File: config.mk
export PLATFORM = sky130hd
export DESIGN_NAME = tcsc_ctrl
export DESIGN_NICKNAME = d
export VERILOG_FILES = /design/src/tcsc_pkg.sv /design/src/tcsc_ctrl.sv
export VERILOG_INCLUDE_DIRS = /design/src
export SDC_FILE = /design/constraint.sdc
export NUM_CORES = 1
export LEC_CHECK = 0
export BUFFER_PORTS_ARGS = -buffer_cell sky130_fd_sc_hd__clkbuf_2
export CORE_ASPECT_RATIO = 1.25
export CORE_MARGIN = 2
export CORE_UTILIZATION = 30
export DETAILED_ROUTE_END_ITERATION = 10
export HOLD_SLACK_MARGIN = 0.05
export PLACE_DENSITY = 0.54
export SYNTH_ARGS = -nofsm -noshare
export SYNTH_HDL_FRONTEND = slang
export SYNTH_SLANG_ARGS = --single-unit
File: constraint.sdc
create_clock -name clk -period 2.6 [get_ports clk]
set_input_delay 0.13 -clock clk [delete_from_list [all_inputs] [get_ports clk]]
set_output_delay 0.13 -clock clk [all_outputs]
set_load 0.01 [all_outputs]
File: src/tcsc_consts.svh
// timing counts, encodings and reset values for the type-c source cc block
// assumes a 100 mhz clock and synchronous pin inputs
`ifndef TCSC_CONSTS_SVH
`define TCSC_CONSTS_SVH

// ==========================================================
// clock and timing
`define TCSC_CLK_MHZ 100
`define TCSC_ATTACH_DB_MS 168
`define TCSC_VBUS_DB_MS 2
`define TCSC_ATTACH_DB_CYC (`TCSC_ATTACH_DB_MS * 1000 * `TCSC_CLK_MHZ)
`define TCSC_VBUS_DB_CYC (`TCSC_VBUS_DB_MS * 1000 * `TCSC_CLK_MHZ)

// ==========================================================
// current level select encoding (two-bit level from the pad comparator)
`define TCSC_SEL_LOW 2'h0
`define TCSC_SEL_MID 2'h1
`define TCSC_SEL_HIGH 2'h2

// ==========================================================
// pull-up strength codes driven to the analog current sources
`define TCSC_RP_DEFAULT 2'h1
`define TCSC_RP_MED 2'h2
`define TCSC_RP_HIGH 2'h3

`endif

File: src/tcsc_pkg.sv
// types shared by the type-c source cc block
// assumes tcsc_consts.svh for numeric values
package tcsc_pkg;

    // ==========================================================
    // port states, gray coded along unattached -> wait -> attached
    typedef enum logic [1:0]
    {
        tcsc_unattached = 2'h0,
        tcsc_attach_wait = 2'h1,
        tcsc_attached = 2'h3
    } tcsc_state_type;

    // ==========================================================
    // cc line comparator results
    typedef struct packed
    {
        logic cc1_valid;
        logic cc2_valid;
    } tcsc_cc_type;

    // ==========================================================
    // open-drain pin drive: low while enabled
    typedef struct packed
    {
        logic out;
        logic oe;
    } tcsc_od_type;

endpackage : tcsc_pkg

File: src/tcsc_ctrl.sv
// type-c source (downstream-facing) cc controller core
// assumes cc comparators, level decoder and vbus comparator outputs are
// synchronous to clk; analog pull-ups take the rp_strength code
//
// What this block does
// - pull-ups on both cc lines are enabled with strength from the select input.
// - a low or floating select advertises default usb current (500 ma / 900 ma).
// - mid select advertises 1.5 a and high select advertises 3 a.
// - a valid attach on cc1 drives the orientation output low.
// - a valid attach on cc2 releases the orientation output so it reads high.
// - the orientation output is open drain, only pulling low or releasing.
// - after reset the port is unattached until an attach succeeds.
// - while unattached both cc lines are watched continuously for a sink.
// - unattached covers the idle and attach-wait states; active is attached.
// - while active the open-drain attach indicator is asserted.
// - unplug returns the port to unattached and releases the attach indicator.
// - vbus presence comes from the vbus sense input.
// - a cc attach is debounced for 168 ms before the port is attached.
// - the vbus sense input is debounced for 2 ms before vbus counts as present.
`timescale 1ns/100ps
`include "tcsc_consts.svh"

module tcsc_ctrl
#(
    parameter int unsigned ATTACH_DB_CYC = `TCSC_ATTACH_DB_CYC,
    parameter int unsigned VBUS_DB_CYC = `TCSC_VBUS_DB_CYC
)
(
    // clock and reset
    input wire logic clk,
    input wire logic reset_n,
    // cc comparators and current select
    input wire tcsc_pkg::tcsc_cc_type cc_sense,
    input wire logic [1:0] current_sel,
    // vbus sense
    input wire logic vbus_sense_in,
    // analog pull-up control
    output logic rp_enable,
    output logic [1:0] rp_strength,
    // open-drain outputs
    output tcsc_pkg::tcsc_od_type attach_indicator,
    output tcsc_pkg::tcsc_od_type orientation,
    // status
    output logic vbus_present
);

    // ==========================================================
    // state
    typedef struct packed
    {
        // port mode
        tcsc_pkg::tcsc_state_type state;
        // attach debounce count
        logic [31:0] attach_cnt;
        // vbus debounce count
        logic [31:0] vbus_cnt;
        // debounced vbus
        logic vbus_ok;
        // advertised pull-up code
        logic [1:0] strength;
        // side seen at first detect
        logic cc2_side;
        // attach indicator pull
        logic ind_oe;
        // orientation pull
        logic dir_oe;
        // pull-up enable
        logic rp_en;
    } tcsc_regs_type;

    tcsc_regs_type r;
    tcsc_regs_type next_r;

    // ==========================================================
    // helpers
    // last count of each debounce window, cut to the counter width
    localparam logic [31:0] ATTACH_LAST = 32'(ATTACH_DB_CYC - 1);
    localparam logic [31:0] VBUS_LAST = 32'(VBUS_DB_CYC - 1);

    function automatic logic [1:0] tcsc_decode(input logic [1:0] sel);
        logic [1:0] code;
        code = `TCSC_RP_DEFAULT;
        // code 3 falls back to default, like a floating pin
        case (sel)
            `TCSC_SEL_LOW: code = `TCSC_RP_DEFAULT;
            `TCSC_SEL_MID: code = `TCSC_RP_MED;
            `TCSC_SEL_HIGH: code = `TCSC_RP_HIGH;
            default: code = `TCSC_RP_DEFAULT;
        endcase
        return code;
    endfunction : tcsc_decode

    // window end test shared by both debounce counters
    function automatic logic tcsc_done(input logic [31:0] cnt, input logic [31:0] last);
        logic done;
        done = (cnt >= last);
        return done;
    endfunction : tcsc_done

    // saturating step, so a counter never wraps into a short window
    function automatic logic [31:0] tcsc_step(input logic [31:0] cnt);
        logic [31:0] nxt;
        nxt = cnt;
        if (cnt != 32'hffffffff)
        begin
            nxt = cnt + 32'h1;
        end
        return nxt;
    endfunction : tcsc_step

    // one line valid, and on the side seen first
    function automatic logic tcsc_same_side(input tcsc_pkg::tcsc_cc_type cc, input logic side);
        logic same;
        same = (cc.cc1_valid ^ cc.cc2_valid) && (cc.cc2_valid == side);
        return same;
    endfunction : tcsc_same_side

    // ==========================================================
    // cc line view
    logic cc_any;
    logic cc_one;
    logic cc_keep;
    // both lines gone is the only unplug
    assign cc_any = cc_sense.cc1_valid | cc_sense.cc2_valid;
    // exactly one line valid marks a sink; both valid is ignored
    assign cc_one = cc_sense.cc1_valid ^ cc_sense.cc2_valid;
    // same sink still seen on the same side
    assign cc_keep = tcsc_same_side(cc_sense, r.cc2_side);

    // ==========================================================
    // next state
    always_comb
    begin
        next_r = r;
        next_r.rp_en = 1'b1;

        // ==========================================================
        // vbus debounce
        // vbus debounce
        if (!vbus_sense_in)
        begin
            // any low sample restarts the window
            next_r.vbus_cnt = 32'h0;
            next_r.vbus_ok = 1'b0;
        end
        else if (tcsc_done(r.vbus_cnt, VBUS_LAST))
        begin
            next_r.vbus_cnt = r.vbus_cnt;
            next_r.vbus_ok = 1'b1;
        end
        else
        begin
            next_r.vbus_cnt = tcsc_step(r.vbus_cnt);
            next_r.vbus_ok = 1'b0;
        end

        // ==========================================================
        // port state
        unique case (r.state)
            tcsc_pkg::tcsc_unattached:
            begin
                next_r.strength = tcsc_decode(current_sel);
                next_r.ind_oe = 1'b0;
                // orientation keeps the last attach until the next one
                next_r.dir_oe = r.dir_oe;
                next_r.attach_cnt = 32'h0;
                if (cc_one)
                begin
                    next_r.state = tcsc_pkg::tcsc_attach_wait;
                    next_r.cc2_side = cc_sense.cc2_valid;
                end
                else
                begin
                    next_r.state = tcsc_pkg::tcsc_unattached;
                    next_r.cc2_side = r.cc2_side;
                end
            end

            tcsc_pkg::tcsc_attach_wait:
            begin
                next_r.strength = tcsc_decode(current_sel);
                next_r.cc2_side = r.cc2_side;
                next_r.dir_oe = r.dir_oe;
                // restart on loss or side change
                if (!cc_keep)
                begin
                    next_r.state = tcsc_pkg::tcsc_unattached;
                    next_r.ind_oe = 1'b0;
                    next_r.attach_cnt = 32'h0;
                end
                else if (tcsc_done(r.attach_cnt, ATTACH_LAST))
                begin
                    next_r.state = tcsc_pkg::tcsc_attached;
                    next_r.ind_oe = 1'b1;
                    next_r.dir_oe = ~r.cc2_side;
                    next_r.attach_cnt = r.attach_cnt;
                end
                else
                begin
                    next_r.state = tcsc_pkg::tcsc_attach_wait;
                    next_r.ind_oe = 1'b0;
                    next_r.attach_cnt = tcsc_step(r.attach_cnt);
                end
            end

            tcsc_pkg::tcsc_attached:
            begin
                next_r.strength = r.strength;
                next_r.cc2_side = r.cc2_side;
                next_r.dir_oe = r.dir_oe;
                next_r.attach_cnt = 32'h0;
                if (!cc_any)
                begin
                    next_r.state = tcsc_pkg::tcsc_unattached;
                    next_r.ind_oe = 1'b0;
                end
                else
                begin
                    // one line dropping alone is not an unplug
                    next_r.state = tcsc_pkg::tcsc_attached;
                    next_r.ind_oe = 1'b1;
                end
            end

            default:
            begin
                // unused code: fall back to a safe released port
                next_r.state = tcsc_pkg::tcsc_unattached;
                next_r.strength = `TCSC_RP_DEFAULT;
                next_r.ind_oe = 1'b0;
                next_r.dir_oe = 1'b0;
                next_r.attach_cnt = 32'h0;
            end
        endcase
    end

    // ==========================================================
    // registers
    always_ff @(posedge clk or negedge reset_n)
    begin
        if (!reset_n)
        begin
            // reset to unattached
            // pins released and pull-ups off while held
            r.state <= tcsc_pkg::tcsc_unattached;
            r.attach_cnt <= 32'h0;
            r.vbus_cnt <= 32'h0;
            r.vbus_ok <= 1'b0;
            r.strength <= `TCSC_RP_DEFAULT;
            r.cc2_side <= 1'b0;
            r.ind_oe <= 1'b0;
            r.dir_oe <= 1'b0;
            r.rp_en <= 1'b0;
        end
        else
        begin
            r <= next_r;
        end
    end

    // ==========================================================
    // outputs, all straight from flip-flops
    // open drain, never driven high
    function automatic tcsc_pkg::tcsc_od_type tcsc_od(input logic pull);
        tcsc_pkg::tcsc_od_type pin;
        pin.out = 1'b0;
        pin.oe = pull;
        return pin;
    endfunction : tcsc_od

    // ==========================================================
    // pull-up control
    assign rp_enable = r.rp_en;
    assign rp_strength = r.strength;

    // ==========================================================
    // open-drain pins
    // orientation pull
    assign orientation = tcsc_od(r.dir_oe);
    assign attach_indicator = tcsc_od(r.ind_oe);

    // ==========================================================
    // status
    assign vbus_present = r.vbus_ok;

endmodule : tcsc_ctrl

-- Word level (Yosys, flattened, before mapping)
Cells that the tools add are included.
- register bits: 73
- input port bits: 7
- output and inout port bits: 8
- word-level logic and storage cells: 55
- $add $sub $neg: 2
- $lt $le $gt $ge: 2
- equality and inequality tests: 13
- multiplexer cells: 17
- bitwise gates (word level): 5
- reduce and logical (&&, ||, !) cells: 7
- operators with widths (kind ; count):
    case mux 34 bit (3 select lines) ; 1
    two-way mux 34 bit ; 2
    two-way mux 33 bit ; 2
    adder 32 x 1 -> 32 bit, second input constant ; 2
    two-way mux 32 bit ; 2
    inequality test 32 bit, second input constant ; 2
    >= comparator 32 x 18 -> 1 bit, second input constant ; 1
    >= comparator 32 x 25 -> 1 bit, second input constant ; 1
    case mux 2 bit (2 select lines) ; 2
    two-way mux 1 bit ; 6
    inequality test 2 bit, second input constant ; 3
    inequality test 3 bit, second input constant ; 2
    case mux 2 bit (3 select lines) ; 1
    AND reduction 2 bit ; 3
    equality test 2 x 1 -> 1 bit, second input constant ; 2
    equality test 2 bit, second input constant ; 2
    AND reduction 4 bit ; 1
    NOT 1 bit ; 3
    logical NOT 2 bit ; 1
    two-way mux 2 bit ; 1
    inequality test 2 x 1 -> 1 bit, second input constant ; 1
    OR reduction 2 bit ; 1
    equality test 1 bit ; 1
    logical AND 1 bit ; 1
    2 further kinds ; 2

-- Logic depth before layout (Yosys ltp)
- depth after elaboration: 5
- gate-level depth with buffers: 8
- depth with buffers taken out: 7

-- Worst setup path after synthesis
OpenSTA, ideal clock, no wires.
- path kind: reg-to-reg
- start point: register r[39] in the netlist's numbering
- end point: register r[56] in the netlist's numbering
- library setup time: 0.076 ns
- data arrival time: 2.082 ns
- data required time: 2.524 ns
- path slack: 0.442 ns
- stages on the path, launching flop included: 9
- path buffers: 2
- period minus slack after synthesis: 2.158 ns
- path through: dfrtp_1 -> ha_1 -> and4_1 -> clkbuf_1 -> a21o_1 -> a211o_1 -> buf_6 -> or4_1 -> o21ai_1
- longest elaborated chain between the ends: 5
- elaborated cells on any way between the ends: 10
- classes of those cells: add/sub (1); order compare (1); eq/ne (3); mux (4); reduce/logical (1)
- ends and longest elaborated chain (what ; RTL line ; RTL):
    start: declaration ; tcsc_ctrl.sv:71 ; tcsc_regs_type r;
    start signal: assignment ; tcsc_ctrl.sv:257 ; r <= next_r;
    adder 32 x 1 -> 32 bit ; tcsc_ctrl.sv:106 ; nxt = cnt + 32'h1;
    two-way mux 32 bit ; tcsc_ctrl.sv:104 ; if (cnt != 32'hffffffff)
    two-way mux 34 bit ; tcsc_ctrl.sv:191 ; else if (tcsc_done(r.attach_cnt, ATTACH_LAST))
    two-way mux 34 bit ; tcsc_ctrl.sv:185 ; if (!cc_keep)
    case mux 34 bit (3 select lines) ; tcsc_ctrl.sv:159 ; unique case (r.state)
Several ways; a longest one is shown, not always the timed one. The select of a mux whose other input is x is not followed.
A chain may end at the register's enable or synchronous reset.

-- Worst setup path after layout
- start point: register r[7] in the netlist's numbering
- end point: register r[11] in the netlist's numbering
- longest elaborated chain between the ends: 4
- elaborated cells on any way between the ends: 9
- classes of those cells: add/sub (1); order compare (1); eq/ne (3); mux (3); reduce/logical (1)
- ends and longest elaborated chain (what ; RTL line ; RTL):
    adder 32 x 1 -> 32 bit ; tcsc_ctrl.sv:106 ;
    two-way mux 32 bit ; tcsc_ctrl.sv:104 ;
    two-way mux 33 bit ; tcsc_ctrl.sv:146 ; else if (tcsc_done(r.vbus_cnt, VBUS_LAST))
    two-way mux 33 bit ; tcsc_ctrl.sv:140 ; if (!vbus_sense_in)
Several ways; a longest one is shown, not always the timed one. The select of a mux whose other input is x is not followed.

==> impl_metrics.ini <==
[run_status]
status = completed

[setup_path]
cp.required_ns = 2.84
reg2reg_depth = 7
crit_path_max_incr_delay_ns = 0.50
cpMaxStageDelayCell = a211o_1
cp-end-kind = flop
path_class = flop to flop
rrSetupSlack_ns = 0.36
crit_arrival_ns = 2.48
crit_chain = ha_1, nand2_1, o21ai_1, a211o_1, buf_4, or3_1, a21oi_1
cp-start-kind = flop
crit_fanout = 16

[cts]
path_clk_slew_ns = 0.06
htreeDepth = 3
clk_path_buf_depth = 2
clock_latency_ns = 0.33
cts_sinks = 72
cts_tree = built
cts_buffers = 9
cts-root-buf = clkbuf_16

[grt]
antenna_found_initial = 0
grtUsageTotal = 0.129
grt_max_degree = 73
grt_pass1_vias = 2785
grt-ovfl-total = 0
grt_pass1_wl_mm = 13.4

[floorplan]
core_um2 = 12000
chipHeight_um = 127
initial_utilization = 0.304
rows = 45
dieArea_um2 = 13100
io_pins = 15
die_w_um = 103

[sta]
hold_viol_final = 0
finClkSkew_ns = 0.00861
setup_viol = 0
drv_slew = 0
slew_headroom = 0.374
worst_pin_slew_ns = 0.938
tns_ns = 0
rsz0062_at_grt = no
fin_hold_ws_ns = 0.0928
fin_crit_sh = 0.862
fin_crit_ns = 2.24
fmax_mhz = 446

[synth]
syn_area_per_cell_um2 = 9.77
seq_area_frac_synth = 0.495
synth-warning-count = 0
yosys.area.top_type_share = 0.487
synth_common_cells = dfrtp_1 (71), nand2_1 (39), a21oi_1 (23), nor2_1 (23), and3_1 (19)
syn_area_um2 = 3640
synth_area_leaders = dfrtp_1 (49%), nand2_1 (4.0%), and3_1 (3.3%)
ys.flop_type = dfrtp_1
ys_ff_latch = 72
async_reset_ff_frac = 1.00
ys_types = 48
synth-edff-count = 0
yosysMostFrequentCell = dfrtp_1
yosysTopAreaCell = dfrtp_1
synthCells = 373

[pwr]
ir_drop_uv = 326
pwr_density_cell_nw_per_um2 = 588
p_leak_nw = 1.87
finalPower_w = 0.00243

[layout]
fin_nets = 396
area_delta_synth_final_pct = 13.7
n_antenna_cell = 0
n_fill_cell = 1234
layout-drive-gt1-share = 0.128

[hold_path]
hold_depth = 3
hold_path.class = primary input to flop

[routing]
viasPerCell = 5.00
routedWlPerCell_um = 13.7
ant_nets = 0
drc_errors = 0
drt_first_pass_iters = 4
num_vias = 2772
top_layer_used = met4
wl_met2_mm = 3.85
drt-total-wl_mm = 7.57
routed-wl-met3_um = 208
drt-met1-wl_mm = 3.35
drt_iter0_drc = 117

[place]
hpwl_mm = 5.26
numPortBuffers = 12
gp_congestion = 0.839

[flow_run]
drv_cap = 0
## worst max-delay path: cells and delay by family (launching register included)
| family | cells | cell delay [ns] |
|---|---|---|
| AOI/OAI and AO/OA | 3 | 0.81 |
| and+or+nand+nor | 2 | 0.44 |
| DFF | 1 | 0.42 |
| adders and majority gates | 1 | 0.25 |
| buffers and inverters | 1 | 0.24 |
## metrics by stage
stage | util | setup WS [ns] | cell area [um2] | instances
after detailed placement | 0.323 | 0.352 | 3870 | 537
after global routing | 0.345 | 0.187 | 4140 | 554
after global placement | 0.323 | 0.436 | 3870 | 537
after CTS | 0.345 | 0.330 | 4140 | 554
final | 0.345 | 0.359 | 4140 | 554
after floorplan | - | 0.442 | 3650 | 374
## cells by family after synthesis
logic type,synth area share
AOI/OAI and AO/OA,0.139
xor gates and xnor gates,0.0168
adders and majority gates,0.0137
buffers and inverters,0.0484
DFF,0.495
muxes,0.0220
other,0.00206
and+or+nand+nor,0.263
## layout by cell type, fill, tap and decap left out, types with 4 or more instances in the layout
| cell type | netlist | routed |
|---|---|---|
| nand2_1 | 39 | 39 |
| nor3_1 | 5 | 5 |
| or3_1 | 8 | 8 |
| buf_4 | 6 | 8 |
| xnor2_1 | 7 | 7 |
| nand3b_1 | 4 | 4 |
| o31ai_1 | 8 | 8 |
| nand4_1 | 9 | 9 |
| clkbuf_2 | 0 | 11 |
| a21o_1 | 4 | 4 |
| clkbuf_16 | 0 | 9 |
| nand2b_1 | 7 | 7 |
| nand3_1 | 14 | 14 |
| and4_1 | 8 | 8 |
| and3_1 | 19 | 19 |
| or4_1 | 8 | 8 |
| and2_1 | 11 | 11 |
| mux2i_1 | 8 | 8 |
| o21ai_0 | 11 | 11 |
| dfrtp_1 | 71 | 71 |
| a21oi_1 | 23 | 23 |
| nor4_1 | 7 | 7 |
| ha_1 | 4 | 4 |
| nor2_1 | 23 | 23 |
| a31o_2 | 4 | 4 |
| clkinv_2 | 0 | 6 |
| a31oi_1 | 4 | 4 |
| inv_1 | 14 | 14 |
## sequential cells by signal, summed over array words and instances, names as in the netlist
register          cells
attach_indicator      1
orientation           1
r                    66
rp_enable             1
rp_strength           2
vbus_present          1
## per-layer routing
metal / vias up / track usage
met1: 1344 / 0.159
met2: 43 / 0.212
met3: 14 / 0.0317
met5: - / 0
met4: 0 / 0.0549
li1: 1371 / -
## power breakdown
group | internal [W] | leakage [nW] | switching, W
Clock | 0.000636 | 0.138 | 0.000468
Combinational | 0.0000532 | 0.737 | 0.000108
Sequential | 0.00114 | 0.992 | 0.0000260
## final cells by class
type | count | area (um2) | area share
Sequential cell | 72 | 1800 | 0.435
Multi-Input combinational cell | 266 | 1670 | 0.403
Clock buffer | 9 | 225 | 0.0544
Tap cell | 164 | 205 | 0.0495
Timing Repair Buffer | 21 | 145 | 0.0350
Inverter | 15 | 56.3 | 0.0136
Clock inverter | 7 | 38.8 | 0.00936
## final timing paths
path,startpoint,end
worst max-delay path,r[7],r[11]
worst min-delay path,current_sel[0],rp_strength[0]
worst max register to register,r[7],r[11]
worst min register to register,r[70],r[70]
max in group asynchronous,reset_n,r[54]
min in group asynchronous,reset_n,r[15]
## what timing repair did
item | CTS | global route
setup endpoints to repair | 0 | 0
hold buffers | 1 | 0
endpoints found under the hold margin | 71 | 0
setup buffers | 0 | 0
gates resized for setup | 0 | 0
No activity file was read; power rests on OpenSTA's default activity.
